### src/core/prt_pkg.sv
// Package of constants and types for the programmable ripple timer counter.
// Behaviour
// A trigger rising edge enables counting, drives all outputs low, starts the oscillator.
// The timebase gives one short low pulse per period, each counted.
// Binary variant counts straight binary; decimal variants use two cascaded digits.
// A high reset level ends the timing cycle at any count.
// In reset the timebase and counter stop and every output is released high.
// Only decimal variants have a carry output, high while in reset.
// Outputs wired back to reset give a self-ending monostable cycle.
// With no feedback the counter runs on and wraps after the first trigger.
// With the oscillator inhibited the counter counts the clock on the timebase pin.
// The outside keeps trigger high past the first falling external clock edge.
// Each counter output is an open-drain stage usable in a wired-AND.
// The seconds/minutes variant leaves its eighth output unconnected.
// Once triggered, further triggers are ignored until cycle end or reset.
// Trigger and reset together: trigger wins and a cycle starts; in a running cycle the code skips the reset and keeps counting.
// Decimal carry goes high during the last ten counts of the span.
// The device enters reset automatically at power-up.
// The counter advances on each falling timebase or external clock edge.
// The lower decimal digit wraps nine to zero and bumps the upper digit.
package prt_pkg;

	typedef enum logic [1:0] {
		PRT_BINARY = 2'h0,
		PRT_DECIMAL = 2'h1,
		PRT_SIXTY = 2'h2
	} prt_variant_t;

	typedef enum logic [1:0] {
		PRT_ST_RESET = 2'h1,
		PRT_ST_RUN = 2'h2
	} prt_state_t;

	localparam int PRT_CNT_W = 8;
	localparam logic [7:0] PRT_CNT_RST = 8'h00;
	localparam logic [3:0] PRT_DIGIT_LAST = 4'h9;
	localparam logic [3:0] PRT_UPPER_LAST_DEC = 4'h9;
	localparam logic [3:0] PRT_UPPER_LAST_SIX = 4'h5;
	// Default oscillator period in ns; the analog RC sets it in silicon.
	localparam int PRT_OSC_PERIOD_NS = 800;
	localparam int PRT_OSC_CYCLES = PRT_OSC_PERIOD_NS / 8;
	localparam int PRT_OSC_W = 16;

endpackage

### src/core/prt_tick_if.sv
// Interface carrying the count tick from the timebase to the counter.
`timescale 1ns/1ps
interface prt_tick_if;
	logic run;
	logic tick;
	logic tb_low;
	modport tb (input run, output tick, output tb_low);
	modport cnt (output run, input tick, input tb_low);
endinterface

### src/core/prt_timebase.sv
// Timebase: internal oscillator or external clock falling-edge detector.
`timescale 1ns/1ps
module prt_timebase
	import prt_pkg::*;
#(
	parameter int OSC_CYCLES = PRT_OSC_CYCLES
)
(
	input wire logic ref_clk,
	input wire logic sys_rst,
	input wire logic clk_en,
	input wire logic osc_inhibit,
	input wire logic ext_clk_in,
	prt_tick_if.tb tk
);
	logic [PRT_OSC_W-1:0] div_q;
	logic [PRT_OSC_W-1:0] div_d;
	logic ext_q;
	logic ext_d;
	logic pulse_q;
	logic pulse_d;

	always_comb
	begin
		div_d = div_q;
		pulse_d = 1'b0;
		ext_d = ext_clk_in;
		if (!tk.run || osc_inhibit)
		begin
			div_d = '0;
		end
		else if (div_q == PRT_OSC_W'(OSC_CYCLES - 1))
		begin
			div_d = '0;
			pulse_d = 1'b1;
		end
		else
		begin
			div_d = div_q + 1'b1;
		end
	end

	always_ff @(posedge ref_clk)
	begin
		if (sys_rst)
		begin
			div_q <= '0;
			pulse_q <= 1'b0;
			ext_q <= 1'b1;
		end
		else if (clk_en)
		begin
			div_q <= div_d;
			pulse_q <= pulse_d;
			ext_q <= ext_d;
		end
	end

	// The pulse is one cycle low on the pin; counting happens at its falling edge.
	assign tk.tb_low = pulse_d;
	assign tk.tick = osc_inhibit ? (ext_q && !ext_clk_in && tk.run) : pulse_d;
endmodule

### src/core/prt_timer.sv
// Top level of the programmable ripple timer counter.
`timescale 1ns/1ps
module prt_timer
	import prt_pkg::*;
#(
	parameter prt_pkg::prt_variant_t VARIANT = prt_pkg::PRT_BINARY,
	parameter int OSC_CYCLES = prt_pkg::PRT_OSC_CYCLES
)
(
	// Clock and reset.
	input wire logic ref_clk,
	input wire logic sys_rst,
	input wire logic clk_en,
	// Control inputs.
	input wire logic trigger,
	input wire logic reset_in,
	input wire logic osc_inhibit,
	// Timebase pin.
	input wire logic timebase_io_pin_in,
	output logic timebase_io_pin_out,
	output logic timebase_io_pin_oe,
	// Counter outputs, open drain.
	output logic [7:0] cnt_out,
	output logic [7:0] cnt_oe,
	// Carry.
	output logic carry_out,
	output logic carry_valid
);
	import prt_pkg::*;

	prt_tick_if tk();
	prt_state_t st_q;
	prt_state_t st_d;
	logic trig_q;
	logic [7:0] cnt_q;
	logic [7:0] cnt_d;
	logic carry_d;
	logic carry_q;
	logic [7:0] oe_d;
	logic [7:0] oe_q;
	logic tb_oe_q;

	prt_timebase #(.OSC_CYCLES(OSC_CYCLES)) u_tb (
		.ref_clk(ref_clk),
		.sys_rst(sys_rst),
		.clk_en(clk_en),
		.osc_inhibit(osc_inhibit),
		.ext_clk_in(timebase_io_pin_in),
		.tk(tk)
	);

	assign tk.run = (st_q == PRT_ST_RUN);

	////////////////////////////////////////////////////////////////////////////
	// Control and counting.

	always_comb
	begin
		st_d = st_q;
		cnt_d = cnt_q;
		unique case (st_q)
			PRT_ST_RESET:
			begin
				if (trigger && !trig_q)
				begin
					st_d = PRT_ST_RUN;
					cnt_d = PRT_CNT_RST;
				end
			end
			PRT_ST_RUN:
			begin
				if (reset_in && !(trigger && !trig_q))
				begin
					st_d = PRT_ST_RESET;
					cnt_d = PRT_CNT_RST;
				end
				else if (tk.tick)
				begin
					if (VARIANT == PRT_BINARY)
					begin
						cnt_d = cnt_q + 8'h01;
					end
					else if (cnt_q[3:0] >= PRT_DIGIT_LAST)
					begin
						cnt_d[3:0] = 4'h0;
						if (cnt_q[7:4] >= ((VARIANT == PRT_SIXTY) ? PRT_UPPER_LAST_SIX
							: PRT_UPPER_LAST_DEC))
						begin
							cnt_d[7:4] = 4'h0;
						end
						else
						begin
							cnt_d[7:4] = cnt_q[7:4] + 4'h1;
						end
					end
					else
					begin
						cnt_d[3:0] = cnt_q[3:0] + 4'h1;
					end
				end
			end
			default:
			begin
				st_d = PRT_ST_RESET;
				cnt_d = PRT_CNT_RST;
			end
		endcase
		// Outputs conduct when the count bit is zero during a cycle, except output 7 of the PRT_SIXTY variant, which never conducts.
		oe_d = (st_d == PRT_ST_RUN) ? ~cnt_d : 8'h00;
		if (VARIANT == PRT_SIXTY)
		begin
			oe_d[7] = 1'b0;
		end
		carry_d = (st_d != PRT_ST_RUN) || (cnt_d[7:4] == ((VARIANT == PRT_SIXTY)
			? PRT_UPPER_LAST_SIX : PRT_UPPER_LAST_DEC));
	end

	always_ff @(posedge ref_clk)
	begin
		if (sys_rst)
		begin
			st_q <= PRT_ST_RESET;
			cnt_q <= PRT_CNT_RST;
			trig_q <= 1'b1;
			oe_q <= 8'h00;
			carry_q <= 1'b1;
			tb_oe_q <= 1'b0;
		end
		else if (clk_en)
		begin
			st_q <= st_d;
			cnt_q <= cnt_d;
			trig_q <= trigger;
			oe_q <= oe_d;
			carry_q <= carry_d;
			tb_oe_q <= !osc_inhibit && tk.tb_low;
		end
	end

	assign cnt_out = 8'h00;
	assign cnt_oe = oe_q;
	assign timebase_io_pin_out = 1'b0;
	assign timebase_io_pin_oe = tb_oe_q;
	assign carry_out = (VARIANT == PRT_BINARY) ? 1'b0 : carry_q;
	assign carry_valid = (VARIANT != PRT_BINARY);
endmodule

### src/test/prt_far.sv
// External clock source and wired-AND feedback of the counter outputs.
`timescale 1ns/1ps
module prt_far
(
	input wire logic ref_clk, tb_oe,
	input wire logic [7:0] cnt_oe, sel,
	output logic pin, fb
);
	logic ext = 1'b1;
	assign pin = ext & ~tb_oe;
	assign fb = |sel & ~|(cnt_oe & sel);
	task automatic pulse(int n);
		repeat (n)
		begin
			@(negedge ref_clk) ext = 1'b0;
			repeat (2) @(negedge ref_clk);
			ext = 1'b1;
			repeat (2) @(negedge ref_clk);
		end
	endtask
endmodule

### src/test/tb.sv
// Self-checking testbench of the timer counter.
`timescale 1ns/1ps
module tb;
	import prt_pkg::*;
	logic ref_clk = 1'b0, sys_rst = 1'b1, trigger = 1'b0, rst_drv = 1'b0, osc_inhibit = 1'b0;
	logic clk_en = 1'b1;
	logic [7:0] sel = 8'h00, cnt_oe, cnt_out;
	logic pin, fb, tb_out, tb_oe, carry_out, carry_valid;
	int n_fail = 0, check_count = 0, n;
	always #4 ref_clk = ~ref_clk;
	prt_timer #(.VARIANT(PRT_DECIMAL), .OSC_CYCLES(4)) prt_timer_i (.ref_clk(ref_clk),
		.sys_rst(sys_rst), .clk_en(clk_en), .trigger(trigger), .reset_in(rst_drv | fb),
		.osc_inhibit(osc_inhibit), .timebase_io_pin_in(pin), .timebase_io_pin_out(tb_out),
		.timebase_io_pin_oe(tb_oe), .cnt_out(cnt_out), .cnt_oe(cnt_oe),
		.carry_out(carry_out), .carry_valid(carry_valid));
	prt_far prt_far_i (.ref_clk(ref_clk), .tb_oe(tb_oe), .cnt_oe(cnt_oe), .sel(sel),
		.pin(pin), .fb(fb));
	task automatic cyc(int k);
		repeat (k) @(negedge ref_clk);
	endtask
	task automatic chk(string what, logic [7:0] seen, logic [7:0] exp);
		check_count++;
		if (seen !== exp)
		begin
			n_fail++;
			$display("[FAIL] %s expected %h seen %h", what, exp, seen);
		end
	endtask
	task automatic tally_and_finish;
		$display("checks %0d mismatches %0d", check_count, n_fail);
		if (n_fail == 0 && check_count > 0)
			$display("Testbench passed");
		else
			$display("Testbench failed");
		$finish;
	endtask
	task automatic t_ext;
		osc_inhibit = 1'b1;
		trigger = 1'b1;
		cyc(2);
		chk("start", cnt_oe, 8'hFF);
		prt_far_i.pulse(1);
		trigger = 1'b0;
		prt_far_i.pulse(24);
		chk("count 25", ~cnt_oe, 8'h25);
		chk("carry low", {7'h0, carry_out}, 8'h00);
		prt_far_i.pulse(70);
		trigger = 1'b1;
		chk("count 95", ~cnt_oe, 8'h95);
		chk("carry high", {7'h0, carry_out}, 8'h01);
		prt_far_i.pulse(5);
		chk("wrap", ~cnt_oe, 8'h00);
		rst_drv = 1'b1;
		cyc(2);
		chk("stop", cnt_oe, 8'h00);
		rst_drv = 1'b0;
		trigger = 1'b0;
		osc_inhibit = 1'b0;
	endtask
	task automatic t_prio;
		// Let the low trigger be sampled so that the next rise is a real edge.
		cyc(2);
		rst_drv = 1'b1;
		trigger = 1'b1;
		cyc(1);
		rst_drv = 1'b0;
		cyc(2);
		chk("priority", cnt_oe, 8'hFF);
		rst_drv = 1'b1;
		cyc(2);
		chk("reset", cnt_oe, 8'h00);
		rst_drv = 1'b0;
		trigger = 1'b0;
	endtask
	task automatic t_freeze;
		logic [7:0] v;
		cyc(2);
		trigger = 1'b1;
		cyc(2);
		trigger = 1'b0;
		cyc(10);
		clk_en = 1'b0;
		cyc(1);
		v = cnt_oe;
		cyc(20);
		chk("freeze", cnt_oe, v);
		clk_en = 1'b1;
		cyc(10);
		chk("resume", 8'(cnt_oe != v), 8'h01);
		rst_drv = 1'b1;
		cyc(2);
		chk("freeze stop", cnt_oe, 8'h00);
		rst_drv = 1'b0;
	endtask
	task automatic t_mono;
		sel = 8'h11;
		cyc(2);
		trigger = 1'b1;
		cyc(3);
		trigger = 1'b0;
		n = 3;
		while (cnt_oe !== 8'h00 && n < 200)
		begin
			cyc(1);
			n++;
		end
		chk("span", 8'(n >= 40 && n <= 52), 8'h01);
		chk("carry", {7'h0, carry_out}, 8'h01);
		sel = 8'h00;
	endtask
	initial
	begin
		#100000;
		n_fail++;
		tally_and_finish;
	end
	initial
	begin
		cyc(5);
		sys_rst = 1'b0;
		cyc(2);
		chk("power-up", cnt_oe, 8'h00);
		t_ext;
		t_prio;
		t_mono;
		t_freeze;
		tally_and_finish;
	end
endmodule
### config.mk
export PLATFORM = sky130hd
export DESIGN_NAME = prt_timer
export DESIGN_NICKNAME = d
export VERILOG_FILES = /design/src/core/prt_pkg.sv /design/src/core/prt_tick_if.sv /design/src/core/prt_timebase.sv /design/src/core/prt_timer.sv /design/src/test/prt_far.sv /design/src/test/tb.sv
export SDC_FILE = /design/constraint.sdc
export NUM_CORES = 1
export LEC_CHECK = 0
export BUFFER_PORTS_ARGS = -buffer_cell sky130_fd_sc_hd__buf_2
export CORE_ASPECT_RATIO = 1.1
export CORE_MARGIN = 4
export CORE_UTILIZATION = 45
export CTS_BUF_LIST = sky130_fd_sc_hd__clkbuf_4
export CTS_CLUSTER_SIZE = 24
export DETAILED_ROUTE_END_ITERATION = 8
export GPL_ROUTABILITY_DRIVEN = 0
export GPL_TIMING_DRIVEN = 0
export HOLD_SLACK_MARGIN = 0.12
export PLACE_DENSITY = 0.6
export SLEW_MARGIN = 40
export SYNTH_ARGS = -nofsm -noshare
export SYNTH_HDL_FRONTEND = slang
export SYNTH_SLANG_ARGS = --single-unit
export TNS_END_PERCENT = 10
### constraint.sdc
create_clock -name ref_clk -period 2.85 [get_ports ref_clk]
set_input_delay 0.57 -clock ref_clk [delete_from_list [all_inputs] [get_ports ref_clk]]
set_output_delay 0.57 -clock ref_clk [all_outputs]
set_load 0.03 [all_outputs]
==> flow_summary_export.csv <==
group,metric,value,unit
clock_network,tritoncts,"done",
logic_synthesis,yosysSeqAreaShare,32.3,%
sta,slew_headroom,57.8,%
placement,placed_cell_area,2480,um^2
cells_and_area,post-route-util,51.1,%
floorplanning,die_w,76.1,um
worst_setup_path,cp.required,3.11,ns
worst_setup_path,cp_top_family,"simple AND/OR/NAND/NOR gates",
worst_hold_path,hp-class,"reg -> reg",
grt,grt_pass1_vias,2159,
power,p_sw,0.000285,W
worst_setup_path,timing_worst_setup_path_type,"reg -> reg",
power,ir_drop,226,uV
placement,hpwl,4.58,mm
sta,hold_viol_final,0,
clock_network,cts.repair.resized,0,
grt,grt.total_usage,19.6,%
clock_network,clk_latency,0.35,ns
routing,avgRoutedWirePerCell,16.0,um
sta,setup_ws,0.228,ns
grt,overflow,0,
clock_network,clockRootBuffer,"clkbuf_4",
sta,worst_pin_slew,0.627,ns
cells_and_area,drive_gt1_share,12.0,%
power,power_density,371,nW/um^2
routing,firstDrtPassIters,5,
job,max-cap-violations,0,
logic_synthesis,synth_area_per_cell,7.78,um^2
cells_and_area,nets,337,
clock_network,h-tree-depth,2,
power,pwr-share-clk,28.8,%
power,power_frac_seq,56.3,%
cells_and_area,instances_no_fill,384,
worst_setup_path,cp_max_fo,10,
grt,grt_pass1_wl,10.3,mm
logic_synthesis,synthArstFlopShare,0,%
cells_and_area,final_area,2540,um^2
power,power.share.combinational,14.9,%
sta,period_needed,2.62,ns
clock_network,cts.sinks,37,
clock_network,postCtsSetupBuffers,0,
routing,initialDrtViolationCount,254,
worst_setup_path,crit_buf_inv,1,
power,switching_share,30.3,%
placement,place_ws,0.208,ns
routing,drc,0,
floorplanning,die_area,6310,um^2
floorplanning,io_pins,27,
clock_network,clockBufferDepth,2,
worst_setup_path,path_cells,"ha_1 > or3b_2 > or4_4 > buf_6 > o21a_1 > or2_0 > o41ai_2",
worst_setup_path,cp-end-kind,"register",
sta,timing.final.crit_share,92.0,%
logic_synthesis,synth-edff-count,0,
sta,timing.fmax,381,MHz
worst_setup_path,slowest_delay,0.54,ns
cells_and_area,area_growth,10.5,%
power,p_int,0.000656,W
routing,wl,6.15,mm
logic_synthesis,synth_warnings,0,
routing,vias,2279,
logic_synthesis,syn_area,2300,um^2
floorplanning,initial_core_util,46.2,%
clock_network,cts_buffers,5,
routing,via_per_inst,5.93,
routing,antenna_left,0,
logic_synthesis,synth_flop_cell,"dfxtp_1",
sta,grt_setup_unrepaired,"false",
sta,drv_slew,0,
power,leakage,0.918,nW
floorplanning,coreArea,4970,um^2
floorplanning,die_h,82.9,um
grt,grt_antenna_before_repair,0,
sta,fin_setup_tns,0,ns
sta,finClkSkew,0.00781,ns
logic_synthesis,syn_inst,295,
placement,portBuffers,14,
logic_synthesis,yosys.cell_types.count,57,
clock_network,postCtsHoldBufs,0,
cells_and_area,num_antenna_cells,0,
worst_setup_path,slowest_stage,"or4_4",
run_status,status,"finished clean",
worst_setup_path,arrival,2.88,ns
placement,dp.cells,377,
logic_synthesis,yosys_register_bits,37,
sta,setup_viol,0,
floorplanning,rows,27,
grt,grt_max_degree,12,
clock_network,clkTransAtPathRegs,0.12,ns
worst_setup_path,cp-start-kind,"register",
routing by layer:
layer	GRT usage, %	part of all wire (%)	up-vias
met2	34.1	51	70
li1	-	-	1141
met5	0	0	-
met3	4.77	4.7	17
met1	22.3	42	1051
met4	9.06	2.4	0
cells by family after synthesis:
family                     after synthesis  share of synthesized area [%]
adders and majority gates                4                           2.18
DFF                                     37                           32.3
xor gates and xnor gates                11                           4.20
buffers and inverters                   41                           8.88
AOI/OAI and AO/OA                       71                           21.9
other                                    1                          0.163
muxes                                    3                           1.31
and+or+nand+nor                        127                           29.1
state kept, by name (all words and copies together) (netlist names):
| name | count |
|---|---|
| cnt_oe | 8 |
| cnt_q | 8 |
| st_q | 2 |
| timebase_io_pin_oe | 1 |
| trig_q | 1 |
| u_tb.div_q | 16 |
| u_tb.ext_q | 1 |
cells in the final DEF, fill, tap and decap left out, types with 3 or more instances in the layout:
cell	count
a2111oi_0	4
a211oi_1	5
a21oi_1	9
a22o_1	3
and2_1	4
and3_1	4
buf_2	15
buf_4	11
clkbuf_1	14
clkbuf_4	5
conb_1	11
dfxtp_1	37
ha_1	4
inv_1	13
mux2i_1	3
nand2_1	27
nand2b_1	3
nand3_1	17
nand4_1	15
nor2_1	25
nor2b_1	3
nor3_1	8
nor4_1	4
o2111ai_1	3
o211ai_1	8
o21ai_0	15
o31ai_1	5
xor2_1	9
final cells by class:
class                      count  area, um^2
inverter                      13        48.8
tap                           58        72.6
timing repair buffer          14        70.1
buffer                        28         155
sequential                    37         741
fill                         532        2430
clock buffer                   5        37.5
multi-input combinational    227        1400
clock inverter                 2        11.3
path summary, 6_finish.rpt:
kind	from	slack (ns)	cells past startpoint	end
setup reg to reg	u_tb.div_q[0]$_SDFFE_PP0P_	0.23	7	cnt_q[5]$_SDFFE_PP0P_
hold / removal	cnt_oe[6]$_SDFFE_PP0P_	0.46	2	cnt_oe[6]$_SDFFE_PP0P_
hold reg to reg	cnt_oe[6]$_SDFFE_PP0P_	0.46	2	cnt_oe[6]$_SDFFE_PP0P_
setup / recovery	u_tb.div_q[0]$_SDFFE_PP0P_	0.23	7	cnt_q[5]$_SDFFE_PP0P_
cell usage after synthesis, drive strengths merged (2+ instances only):
cell type / count / area share, %
a2111oi: 4 / 1.5
a211oi: 5 / 1.6
a21oi: 9 / 2.0
a22o: 3 / 1.1
a31oi: 2 / 0.54
a32o: 2 / 0.87
and2: 4 / 1.1
and3: 4 / 1.1
and4b: 2 / 0.87
buf: 14 / 4.5
clkbuf: 14 / 2.3
dfxtp: 37 / 32
ha: 4 / 2.2
inv: 13 / 2.1
mux2i: 3 / 1.3
nand2: 27 / 4.4
nand2b: 3 / 0.82
nand3: 17 / 3.7
nand4: 15 / 4.1
nand4b: 2 / 0.76
nor2: 25 / 4.1
nor2b: 3 / 0.82
nor3: 8 / 1.7
nor4: 6 / 1.6
o2111ai: 3 / 1.1
o211ai: 8 / 2.6
o21ai: 16 / 3.5
o22ai: 2 / 0.54
o31ai: 5 / 1.6
o41ai: 2 / 1.1
or3b: 2 / 0.76
or4: 3 / 1.1
xnor2: 2 / 0.76
xor2: 9 / 3.4
power groups by stage:
stage,registers (W),logic [W],clock network (W)
2_1_floorplan,0.000543,0.000102,0
5_1_grt,0.000531,0.000153,0.000308
4_1_cts,0.000530,0.000139,0.000278
3_5_place_dp,0.000541,0.000138,0
6_report,0.000530,0.000140,0.000271
3_3_place_gp,0.000541,0.000138,0
worst reg2reg max path: cells and delay by family, from the launching register on:
kind / cells / cell delay, ns
buf+inv: 1 / 0.16
simple gates: 3 / 1.28
flops: 1 / 0.42
fa+ha+maj: 1 / 0.26
compound gates: 2 / 0.43
stage by stage:
| stage | total power (W) | hold slack [ns] |
|---|---|---|
| final | 0.000941 | 0.457 |
| after global placement | 0.000679 | 0.433 |
| after global routing | 0.000993 | 0.462 |
| after floorplan | 0.000645 | 0.448 |
| after CTS | 0.000946 | 0.453 |
| after detailed placement | 0.000680 | 0.437 |
(Power assumes the default switching activity.)
